## src/shared/nsfm_cfg.svh

```systemverilog
/*
  Constants of the normal-state fault manager: clock rate, timing counts,
  register offsets, field positions and reset values.
  Assumes it is included by bare name wherever a constant is needed.
*/
`ifndef NSFM_CFG_SVH
`define NSFM_CFG_SVH

// Clock rate and derived timing.
`define CLK_MHZ 100
`define ERR_PULSE_US 50
`define ERR_PULSE_CYC (`ERR_PULSE_US * `CLK_MHZ)
`define WD_TICK_US 1000
`define WD_TICK_CYC (`WD_TICK_US * `CLK_MHZ)
`define BLANK_DEG_NS 2000
`define BLANK_DEG_CYC ((`BLANK_DEG_NS * `CLK_MHZ + 999) / 1000)

// Register byte addresses.
`define REG_CTRL 8'h00
`define REG_MASK 8'h04
`define REG_FLAGS 8'h08
`define REG_CH_EN 8'h0c
`define REG_DIAG_EN 8'h10
`define REG_OPEN 8'h14
`define REG_SHORT 8'h18
`define REG_SLS 8'h1c
`define REG_STATUS 8'h20

// Control register fields.
`define CTRL_FAULT_CLR 0
`define CTRL_POR_CLR 1
`define CTRL_FS_CLR 2
`define CTRL_WD_LSB 8
`define CTRL_SLS_EN 12

// Mask register fields.
`define MASK_LOWSUP 0
`define MASK_SUPUV 1
`define MASK_REF 2
`define MASK_PRETSD 3
`define MASK_TSD 4
`define MASK_CRC 5
`define MASK_OPEN 6
`define MASK_SHORT 7
`define MASK_SLS 8

// Reset values.
`define WD_PERIOD_RST 4'h0
`define MASK_RST 9'h000
`define SLS_EN_RST 1'b0

`endif

```

## src/shared/nsfm_pkg.sv

```systemverilog
/*
  Types of the normal-state fault manager.
  Assumes nothing beyond a SystemVerilog compiler.
*/
package nsfm_pkg;

  // Device operating state, one-hot.
  typedef enum logic [3:0] {
    ST_POR = 4'b0001,
    ST_INIT = 4'b0010,
    ST_NORMAL = 4'b0100,
    ST_FAILSAFE = 4'b1000
  } mgr_state_t;

endpackage

```

## src/verilog/err_pulse_gen.sv

```systemverilog
/*
  One-shot timer that stretches a trigger into a fixed-length error pulse.
  Assumes a trigger from the same clock; triggers during a pulse are dropped.
*/
`timescale 1ns/1ps
module err_pulse_gen #(
  parameter int CYC = 5000,
  parameter int W = 20
) (
  // Clock and reset.
  input wire logic i_mclk,
  input wire logic i_rst,
  // Trigger and pulse.
  input wire logic i_trigger,
  output logic o_busy
);

  localparam logic [W-1:0] LOAD = W'(CYC);

  logic [W-1:0] cnt_q;

  // A pulse already running is not extended, so a burst shorter than the pulse gives one pulse.
  always_ff @(posedge i_mclk or posedge i_rst) begin
    if (i_rst) begin
      cnt_q <= '0;
    end else if (cnt_q != '0) begin
      cnt_q <= cnt_q - 1'b1;
    end else if (i_trigger) begin
      cnt_q <= LOAD;
    end
  end

  assign o_busy = (cnt_q != '0);

endmodule

```

## src/verilog/normal_state_fault_manager.sv

```systemverilog
/*
  Fault manager of a multi-channel LED driver in its normal state: latches
  fault flags, drives the open-drain error pin, gates outputs, runs the
  communication watchdog and holds the control, mask and enable registers.
  Assumes synchronous single-cycle register strobes, comparator levels from
  the analog side (asynchronous) and frame, PWM and checksum signals from
  logic on i_mclk.
*/
`timescale 1ns/1ps
`include "nsfm_cfg.svh"
module normal_state_fault_manager #(
  parameter int N = 24,
  parameter int ERR_PULSE_CYC = `ERR_PULSE_CYC,
  parameter int WD_TICK_CYC = `WD_TICK_CYC
) (
  // Clock and reset.
  input wire logic i_mclk,
  input wire logic i_rst,
  // Register port.
  input wire logic [7:0] i_addr,
  input wire logic [31:0] i_wdata,
  input wire logic i_wr,
  input wire logic i_rd,
  output logic [31:0] o_rdata,
  // Analog comparator levels, asynchronous.
  input wire logic i_por_fault,
  input wire logic i_low_supply,
  input wire logic i_supply_uv,
  input wire logic i_ref_fault,
  input wire logic i_prethermal,
  input wire logic i_overtemp,
  input wire logic [N-1:0] i_open_cmp,
  input wire logic [N-1:0] i_short_cmp,
  input wire logic [N-1:0] i_sls_cmp,
  // Channel PWM on-phase, same clock.
  input wire logic [N-1:0] i_pwm_on,
  // Configuration checksum, same clock.
  input wire logic i_crc_check_done,
  input wire logic [7:0] i_computed_config_checksum,
  input wire logic [7:0] i_stored_config_checksum,
  // Frame results from the serial decoder, same clock.
  input wire logic i_frame_done,
  input wire logic i_frame_crc_ok,
  input wire logic i_frame_addr_match,
  input wire logic i_frame_bcast,
  // Open-drain error pin.
  input wire logic i_err_pin,
  output logic o_err_o,
  output logic o_err_oe,
  // Device controls.
  output logic o_outputs_off,
  output logic o_diag_suspend,
  output nsfm_pkg::mgr_state_t o_state
);
  import nsfm_pkg::*;

  localparam int SW = 7 + 3 * N;
  localparam logic [15:0] BLANK_DEG = 16'(`BLANK_DEG_CYC);
  localparam logic [31:0] TICK_LAST = 32'(WD_TICK_CYC - 1);

  // Two-stage synchroniser for every asynchronous level.
  logic [SW-1:0] sync1_q, sync2_q;
  always_ff @(posedge i_mclk or posedge i_rst) begin
    if (i_rst) begin
      sync1_q <= '0;
      sync2_q <= '0;
    end else begin
      sync1_q <= {i_err_pin, i_sls_cmp, i_short_cmp, i_open_cmp, i_overtemp,
                  i_prethermal, i_ref_fault, i_supply_uv, i_low_supply, i_por_fault};
      sync2_q <= sync1_q;
    end
  end

  wire s_por = sync2_q[0];
  wire s_low = sync2_q[1];
  wire s_uv = sync2_q[2];
  wire s_ref = sync2_q[3];
  wire s_pre = sync2_q[4];
  wire s_tsd = sync2_q[5];
  wire [N-1:0] s_open = sync2_q[6 +: N];
  wire [N-1:0] s_short = sync2_q[6 + N +: N];
  wire [N-1:0] s_sls = sync2_q[6 + 2 * N +: N];
  wire s_err_pin = sync2_q[SW-1];

  // Software-visible registers and internal edge, watchdog, read and output state.
  mgr_state_t state_q, state_d;
  logic [3:0] wd_period_q;
  logic sls_en_q;
  logic [8:0] mask_q;
  logic [N-1:0] ch_en_q, diag_en_q;
  logic [N-1:0] open_flag_q, short_flag_q, sls_flag_q;
  logic por_flag_q, err_flag_q, out_flag_q, low_flag_q, uv_flag_q;
  logic ref_flag_q, pre_flag_q, tsd_flag_q, crc_flag_q, fs_flag_q;
  logic low_prev_q, pre_prev_q;
  logic [31:0] tick_q;
  logic [3:0] wd_cnt_q;
  logic [31:0] rdata_q;
  logic err_oe_q, outputs_off_q, diag_suspend_q;

  // Register decode; command bits act once and are never stored.
  wire wr_ctrl = i_wr && (i_addr == `REG_CTRL);
  wire fclr = wr_ctrl && i_wdata[`CTRL_FAULT_CLR];
  wire pclr = wr_ctrl && i_wdata[`CTRL_POR_CLR];
  wire fsclr = wr_ctrl && i_wdata[`CTRL_FS_CLR];
  wire in_por = (state_q == ST_POR);
  wire in_normal = (state_q == ST_NORMAL);
  wire live = !in_por;

  wire m_low = mask_q[`MASK_LOWSUP];
  wire m_uv = mask_q[`MASK_SUPUV];
  wire m_ref = mask_q[`MASK_REF];
  wire m_pre = mask_q[`MASK_PRETSD];
  wire m_tsd = mask_q[`MASK_TSD];
  wire m_crc = mask_q[`MASK_CRC];
  wire m_open = mask_q[`MASK_OPEN];
  wire m_short = mask_q[`MASK_SHORT];
  wire m_sls = mask_q[`MASK_SLS];

  // Per-channel on-time qualification against blanking plus deglitch.
  wire [N-1:0] on_long;
  genvar gi;
  generate
    for (gi = 0; gi < N; gi++) begin : g_ch
      logic [15:0] cnt_q;
      always_ff @(posedge i_mclk or posedge i_rst) begin
        if (i_rst) begin
          cnt_q <= '0;
        end else if (!i_pwm_on[gi]) begin
          cnt_q <= '0;
        end else if (cnt_q < BLANK_DEG) begin
          cnt_q <= cnt_q + 16'h0001;
        end
      end
      assign on_long[gi] = (cnt_q >= BLANK_DEG);
    end
  endgenerate

  // Channel fault judgement; low supply blocks open and single-LED checks.
  wire [N-1:0] judge = ch_en_q & diag_en_q & on_long & {N{in_normal}};
  wire [N-1:0] open_hit = judge & s_open & {N{!s_low}};
  wire [N-1:0] short_hit = judge & s_short;
  wire [N-1:0] sls_hit = judge & s_sls & {N{sls_en_q && !s_low}};
  wire [N-1:0] open_new = open_hit & ~open_flag_q;
  wire [N-1:0] short_new = short_hit & ~short_flag_q;
  wire [N-1:0] sls_new = sls_hit & ~sls_flag_q;

  // Masks gate only the summary flags and the pin pulldown, pulsed or constant.
  wire out_set = ((|open_hit) && !m_open) || ((|short_hit) && !m_short) ||
                 ((|sls_hit) && !m_sls);
  wire ch_pulse = ((|open_new) && !m_open) || ((|short_new) && !m_short) ||
                  ((|sls_new) && !m_sls);
  wire crc_evt = live && i_crc_check_done &&
                 (i_computed_config_checksum != i_stored_config_checksum);
  wire low_rise = s_low && !low_prev_q;
  wire pre_rise = s_pre && !pre_prev_q;

  wire err_set = live && ((s_low && !m_low) || (s_uv && !m_uv) || (s_ref && !m_ref) ||
                          (s_pre && !m_pre) || (s_tsd && !m_tsd) || out_set) ||
                 (crc_evt && !m_crc);
  wire pulse_trig = live && ((low_rise && !m_low) || (pre_rise && !m_pre) ||
                             (crc_evt && !m_crc) || ch_pulse);
  wire const_pull = in_por || (live && ((s_uv && !m_uv) || (s_ref && !m_ref) ||
                                        (s_tsd && !m_tsd)));
  wire pulse_busy;

  err_pulse_gen #(
    .CYC(ERR_PULSE_CYC),
    .W(32)
  ) u_pulse (
    .i_mclk(i_mclk),
    .i_rst(i_rst),
    .i_trigger(pulse_trig),
    .o_busy(pulse_busy)
  );

  // Watchdog: restarted by good frames addressed to this device, never by broadcasts; idle when the period is zero.
  wire kick = i_frame_done && i_frame_crc_ok && i_frame_addr_match && !i_frame_bcast;
  wire wd_run = in_normal && (wd_period_q != 4'h0);
  wire tick_end = (tick_q == TICK_LAST);
  wire wd_over = wd_run && !kick && tick_end && ((wd_cnt_q + 4'h1) == wd_period_q);

  always_ff @(posedge i_mclk or posedge i_rst) begin
    if (i_rst) begin
      tick_q <= '0;
      wd_cnt_q <= 4'h0;
    end else if (!wd_run || kick || wd_over) begin
      tick_q <= '0;
      wd_cnt_q <= 4'h0;
    end else if (tick_end) begin
      tick_q <= '0;
      wd_cnt_q <= wd_cnt_q + 4'h1;
    end else begin
      tick_q <= tick_q + 32'h0000_0001;
    end
  end

  // State sequence; rail loss wins over everything else.
  always_comb begin
    state_d = state_q;
    case (state_q)
      ST_POR: begin
        if (!s_por) state_d = ST_INIT;
      end
      ST_INIT: state_d = ST_NORMAL;
      ST_NORMAL: begin
        if (wd_over) state_d = ST_FAILSAFE;
      end
      ST_FAILSAFE: begin
        if (fsclr) state_d = ST_NORMAL;
      end
      default: state_d = ST_POR;
    endcase
    if (s_por) state_d = ST_POR;
  end

  // Configuration registers written by software.
  always_ff @(posedge i_mclk or posedge i_rst) begin
    if (i_rst) begin
      wd_period_q <= `WD_PERIOD_RST;
      sls_en_q <= `SLS_EN_RST;
      mask_q <= `MASK_RST;
      ch_en_q <= '0;
      diag_en_q <= '0;
    end else if (i_wr) begin
      if (wr_ctrl) begin
        wd_period_q <= i_wdata[`CTRL_WD_LSB +: 4];
        sls_en_q <= i_wdata[`CTRL_SLS_EN];
      end
      if (i_addr == `REG_MASK) mask_q <= i_wdata[8:0];
      if (i_addr == `REG_CH_EN) ch_en_q <= i_wdata[N-1:0];
      if (i_addr == `REG_DIAG_EN) diag_en_q <= i_wdata[N-1:0];
    end
  end

  // Latched flags: a set in the same cycle as a clear wins; power-on empties them but sets the power-on and error flags.
  always_ff @(posedge i_mclk or posedge i_rst) begin
    if (i_rst) begin
      state_q <= ST_POR;
      por_flag_q <= 1'b1;
      err_flag_q <= 1'b1;
      {out_flag_q, low_flag_q, uv_flag_q, ref_flag_q, pre_flag_q} <= 5'h00;
      {tsd_flag_q, crc_flag_q, fs_flag_q} <= 3'h0;
      open_flag_q <= '0;
      short_flag_q <= '0;
      sls_flag_q <= '0;
      low_prev_q <= 1'b0;
      pre_prev_q <= 1'b0;
    end else begin
      state_q <= state_d;
      low_prev_q <= s_low;
      pre_prev_q <= s_pre;
      por_flag_q <= in_por || (por_flag_q && !pclr);
      err_flag_q <= in_por || err_set || (err_flag_q && !pclr && !fclr);
      out_flag_q <= live && (out_set || (out_flag_q && !fclr));
      low_flag_q <= live && (s_low || (low_flag_q && !fclr));
      uv_flag_q <= live && (s_uv || (uv_flag_q && !fclr));
      ref_flag_q <= live && (s_ref || (ref_flag_q && !fclr));
      pre_flag_q <= live && (s_pre || (pre_flag_q && !fclr));
      tsd_flag_q <= live && (s_tsd || (tsd_flag_q && !fclr));
      crc_flag_q <= live && (crc_evt || (crc_flag_q && !fclr));
      fs_flag_q <= live && (wd_over || (fs_flag_q && !fsclr));
      open_flag_q <= {N{live}} & (open_hit | (open_flag_q & ~{N{fclr}}));
      short_flag_q <= {N{live}} & (short_hit | (short_flag_q & ~{N{fclr}}));
      sls_flag_q <= {N{live}} & (sls_hit | (sls_flag_q & ~{N{fclr}}));
    end
  end

  // Pin and output controls; undervoltage and overheat switch the outputs off whatever the masks.
  always_ff @(posedge i_mclk or posedge i_rst) begin
    if (i_rst) begin
      err_oe_q <= 1'b1;
      outputs_off_q <= 1'b1;
      diag_suspend_q <= 1'b0;
    end else begin
      err_oe_q <= const_pull || pulse_busy;
      outputs_off_q <= !in_normal && !(state_q == ST_FAILSAFE) || s_uv || s_tsd;
      diag_suspend_q <= s_low;
    end
  end

  // Read multiplexer; unmapped addresses read as zero.
  wire [31:0] flags_word = {22'h0, fs_flag_q, crc_flag_q, tsd_flag_q, pre_flag_q,
                            ref_flag_q, uv_flag_q, low_flag_q, out_flag_q,
                            err_flag_q, por_flag_q};
  wire [31:0] ctrl_word = {19'h0, sls_en_q, wd_period_q, 8'h00};
  wire [31:0] status_word = {20'h0, s_err_pin, s_tsd, s_pre, s_ref, s_uv, s_low,
                             s_por, pulse_busy, state_q};
  wire [31:0] rd_mux =
    (i_addr == `REG_CTRL) ? ctrl_word :
    (i_addr == `REG_MASK) ? {23'h0, mask_q} :
    (i_addr == `REG_FLAGS) ? flags_word :
    (i_addr == `REG_CH_EN) ? 32'(ch_en_q) :
    (i_addr == `REG_DIAG_EN) ? 32'(diag_en_q) :
    (i_addr == `REG_OPEN) ? 32'(open_flag_q) :
    (i_addr == `REG_SHORT) ? 32'(short_flag_q) :
    (i_addr == `REG_SLS) ? 32'(sls_flag_q) :
    (i_addr == `REG_STATUS) ? status_word : 32'h0000_0000;

  // Read data stands for exactly one cycle after the strobe.
  always_ff @(posedge i_mclk or posedge i_rst) begin
    if (i_rst) begin
      rdata_q <= '0;
    end else begin
      rdata_q <= i_rd ? rd_mux : 32'h0000_0000;
    end
  end

  assign o_rdata = rdata_q;
  assign o_err_o = 1'b0; // Open drain only ever pulls low.
  assign o_err_oe = err_oe_q;
  assign o_outputs_off = outputs_off_q;
  assign o_diag_suspend = diag_suspend_q;
  assign o_state = state_q;

endmodule

```

## config.mk

```make
export PLATFORM = sky130hd
export DESIGN_NAME = normal_state_fault_manager
export DESIGN_NICKNAME = d
export VERILOG_FILES = /design/src/shared/nsfm_pkg.sv /design/src/verilog/err_pulse_gen.sv /design/src/verilog/normal_state_fault_manager.sv
export VERILOG_INCLUDE_DIRS = /design/src /design/src/shared
export SDC_FILE = /design/constraint.sdc
export NUM_CORES = 2
export LEC_CHECK = 0
export BUFFER_PORTS_ARGS = -buffer_cell sky130_fd_sc_hd__buf_2
export CAP_MARGIN = 20
export CORE_MARGIN = 3
export CORE_UTILIZATION = 36
export CTS_CLUSTER_SIZE = 12
export DETAILED_ROUTE_END_ITERATION = 16
export PLACE_DENSITY = 0.57
export SYNTH_ARGS = -nofsm -noshare
export SYNTH_HDL_FRONTEND = slang
export SYNTH_SLANG_ARGS = --single-unit
```

## constraint.sdc

```tcl
create_clock -name i_mclk -period 28.1 [get_ports i_mclk]
set_clock_uncertainty 0.15 [all_clocks]
set_input_delay 2.81 -clock i_mclk [delete_from_list [all_inputs] [get_ports i_mclk]]
set_output_delay 2.81 -clock i_mclk [all_outputs]
set_load 0.01 [all_outputs]
```

==> results.md <==
STA:
- The clock period minus final worst setup slack is between 5 and 6 ns.
- The worst relative slew slack is 0.2440.
- Setup repair after global routing left no endpoint under its margin.
- The number of pins exceeding their max-slew limit in the final report is 0.
- Setup violations remaining at the end of the flow were counted as 0.
- The share of the cycle needed by the critical path after routing is 0.1892.
- The final-report hold violation count was 0.
- In the final timing run, aggregate negative setup slack is 0 ns.
- At the pin with the least slew margin, the transition time is around 1.1 ns.
- Derived from the worst setup path, the maximum achievable clock frequency is ~190 MHz.

Cells and area:
- The total area of multi-input combinational cells is between 10,000 and 15,000 µm².
- The layout overhead on the synthesized area is 15.68%.
- The commonest non-fill, non-tap cell in the layout is dfrtp_1.
- The share of layout cells above drive strength 1 is 0.1469.
- The final instance area is roughly 39,000 µm².
- The finished layout holds between 4,000 and 5,000 standard cells, fillers aside.
- The library cells used most frequently in the layout, excluding fill and tap cells, are dfrtp_1 (781), and2_1 (299), nor2_1 (204), nand2_1 (199), buf_2 (191).
- After filler insertion, the fill cell instance count of the layout stands at ~8,600.
- The final net count is about 3,300.
- The register cell area after layout is roughly 20,000 µm².

Place:
- Once placement completed, the tool counted placed cells totaling 4,202.
- Summing all placed instances gives a cell area of between 30,000 and 40,000 µm².
- The count of buffers added on input and output ports is 190.
- After legalization and detailed placement, the total HPWL measured between 50 and 60 mm.
- At the end of routability-driven placement, the weighted congestion stood at between 0.8 and 0.9.

Critical path:
- The largest fanout on the critical path is 16.
- The critical path startpoint category is an input pin.
- The classification of the worst setup path is in -> reg.
- The kind of capture point of the worst setup path is a register.
- The worst register-to-register path has a depth of 8.
- In this run the register-to-register setup slack is approximately 24 ns.
- The worst register-to-register path begins at o_state[1].
- In this run the critical register-to-register path is captured at u_pulse.cnt_q[1].
- The data arrival time of the critical path is approximately 5.7 ns.
- The required arrival time at the worst endpoint is ~29 ns.

Floorplanning:
- The total die area is 96,170 µm².
- For this design the top-level I/O count stands at approximately 210.
- The floorplan has 110 rows.
- The area of the core is about 90,000 µm².
- The effective utilization at floorplan is 0.3665.
- The x dimension of the die is around 310 µm.
- The chip height is 310.1 µm.

Synth:
- The predominant post-synthesis flop cell is dfrtp_1.
- The number of enable flip-flop cells after synthesis is 0.
- The synthesized area per cell is between 10 and 15 µm².
- Summing every instance area after synthesis gives 33,290 µm².
- The fraction of post-synthesis cell area in the top cell type by area is 0.5870.
- Of all flip-flops after synthesis, the portion carrying an async set or reset was 1.000.
- Of the synthesized area, sequential elements account for 0.5909.
- The synthesized design contains a little under 800 register bits.
- The number of cells produced by synthesis is 2,912.
- The cell type with the highest aggregate area in the netlist is dfrtp_1.
- Ranked by total cell area, the synthesized netlist is headed by dfrtp_1 (59%), and2_1 (5.6%), xnor2_1 (4.1%).
- The count of synthesis-stage warnings from yosys is 0.
- In this run, distinct cell masters in the synthesized netlist total between 80 and 90.

Routing:
- The post-route DRC violation count is 0.
- The detailed router placed between 20,000 and 25,000 vias in this run.
- For this block, the routed nets add up to roughly 85 mm of wire.
- After detailed routing, the number of vias per cell comes to 5.137.
- The antenna violation net count after detailed routing is 0.
- For this block, the initial DRC count from the detailed router was between 1,500 and 2,000.
- The post-detailed-route wirelength per cell is ~19 µm.
- The number of optimization iterations in the first detailed-route pass is 5.

Power:
- Across the VDD grid, the largest voltage drop is slightly above 0.04 mV.
- The sequential share of power is 0.485.
- The share of total power dissipated in combinational logic is 0.041.
- Total power for the finished layout comes to roughly 2.4 mW.
- The power dissipated by switching net loads is about 0.57 mW.
- Of the total power, the share spent switching nets is 0.2330.
- The ratio of total power to cell area is roughly 64 nW/µm².
- Of the total power, the clock network draws 0.474.
- The leakage power is 17.56 nW.
- Internal power comes to roughly 1.9 mW.

Clock tree:
- For this design, the CTS-stage hold fixing added 0 buffers.
- The TritonCTS clock tree is done.
- The number of gates resized after CTS was 0.
- The source-to-sink clock delay at the later pin of the worst-skew pair is about 0.65 ns.
- The number of buffers added for setup after CTS is 0.
- After clock tree synthesis, the clock-pin slew on the worst setup and hold paths is ~0.06 ns.
- The total clock buffers created by CTS is just under 90.
- The number of buffers between clock root and the deepest sink is 3.
- The root buffer selected by CTS is clkbuf_16.
- The H-tree was split into 3 levels.
- The total number of clock tree sinks is ~800.

Worst hold path:
- The worst hold path begins at sync1_q[15].
- The endpoint of the worst hold path is sync2_q[15].
- The kind of path behind the tightest hold check is reg -> reg.
- The worst hold path was traced through 0 stages.

Global route:
- The first-pass GRT wire length is approximately 130 mm.
- The number of global-route vias before repair is 22,241.
- In the global route stage, overall resource usage came out at 0.1780.
- The initial antenna violation count is 13.
- Entering global routing, the biggest net connects about 170 pins.
- The global-route congestion overflow total is 0.

Flow run:
- The number of violations of the max-capacitance limit is 0.

Outcome:
- The flow ran to the end, and the final reports show no timing, DRC or antenna violations.
registers in the layout, summed over array words and instances (netlist names), 4 cells and up:
| name | cells |
|---|---|
| o_rdata | 24 |
| open_flag_q | 24 |
| tick_q | 32 |
| o_state | 4 |
| diag_en_q | 24 |
| short_flag_q | 24 |
| sls_flag_q | 24 |
| sync1_q | 79 |
| g_ch.cnt_q | 384 |
| mask_q | 9 |
| wd_period_q | 4 |
| ch_en_q | 24 |
| u_pulse.cnt_q | 32 |
| wd_cnt_q | 4 |
| sync2_q | 79 |
stage by stage:
stage,utilization,setup WS [ns],hold WS [ns]
5_1_grt,0.4239,22.68,0.1848
4_1_cts,0.4238,22.88,0.1852
3_3_place_gp,0.3910,21.41,0.1834
2_1_floorplan,-,3.080,0.1812
6_report,0.4240,22.78,0.1816
3_5_place_dp,0.3911,22.19,0.1847
kinds of logic after synthesis:
kind of cell | synth area share
buf+inv | 0.02315
other cells | 0.0001126
simple gates | 0.1953
xor+xnor | 0.05498
mux | 0.02879
fa+ha+maj | 0.01917
flops | 0.5909
compound gates | 0.08752
worst max path at each step:
stage	depth (start not counted)	startpoint	slack, ns	to
after floorplan	1	i_rst	3.08	ch_en_q[0]
after global placement	8	i_addr[7]	21.41	o_rdata[0]
after detailed placement	9	i_addr[7]	22.19	o_rdata[1]
after CTS	9	i_addr[7]	22.88	o_rdata[1]
after global routing	9	i_addr[7]	22.68	o_rdata[0]
final	9	i_addr[7]	22.78	o_rdata[0]
synth_stat cells, drive strengths merged (24+ instances only):
master  instances
nor2          207
mux2           62
a21oi          88
buf            31
dfrtp         781
o311ai         24
nor4           69
nor3           44
a31oi          54
a22oi          54
ha             51
o21a           25
o21ai          25
and3           47
and2          300
xor2           55
clkbuf         81
mux2i          26
nand3          90
nor2b          57
nand2         201
xnor2         154
inv            78
nand4          78
power by group through the flow:
stage	sequential [mW]	combinational [mW]	clock, mW
2_1_floorplan	1.20	0.0675	0
6_report	1.19	0.100	1.16
3_3_place_gp	1.21	0.101	0
5_1_grt	1.19	0.114	1.24
3_5_place_dp	1.21	0.102	0
4_1_cts	1.19	0.102	1.19
layout make-up:
cell class / instances / share of cell area
tap: 1176 / 0.03820
multi-input combinational: 1944 / 0.3347
timing repair buffer: 218 / 0.03073
clock inverter: 31 / 0.009551
inverter: 78 / 0.007797
sequential: 786 / 0.5109
clock buffer: 128 / 0.06760
antenna: 8 / 0.0005198
routing by layer:
| layer | GRT usage | wire [µm] | vias up |
|---|---|---|---|
| li1 | - | - | 10582 |
| met1 | 0.2546 | 39390 | 11129 |
| met2 | 0.2724 | 38510 | 578 |
| met3 | 0.03070 | 4640 | 151 |
| met4 | 0.06567 | 2609 | 4 |
| met5 | 0 | 27 | - |
critical path, cell delays in order:
cell and delay (ns):
buf_2 0.11, nor4b_1 0.29, buf_2 0.24, nand3_1 0.47
nor2_2 1.05, a22oi_1 0.21, a31oi_1 0.24, a21oi_1 0.09
a21oi_1 0.20
(Power assumes the default switching activity.)
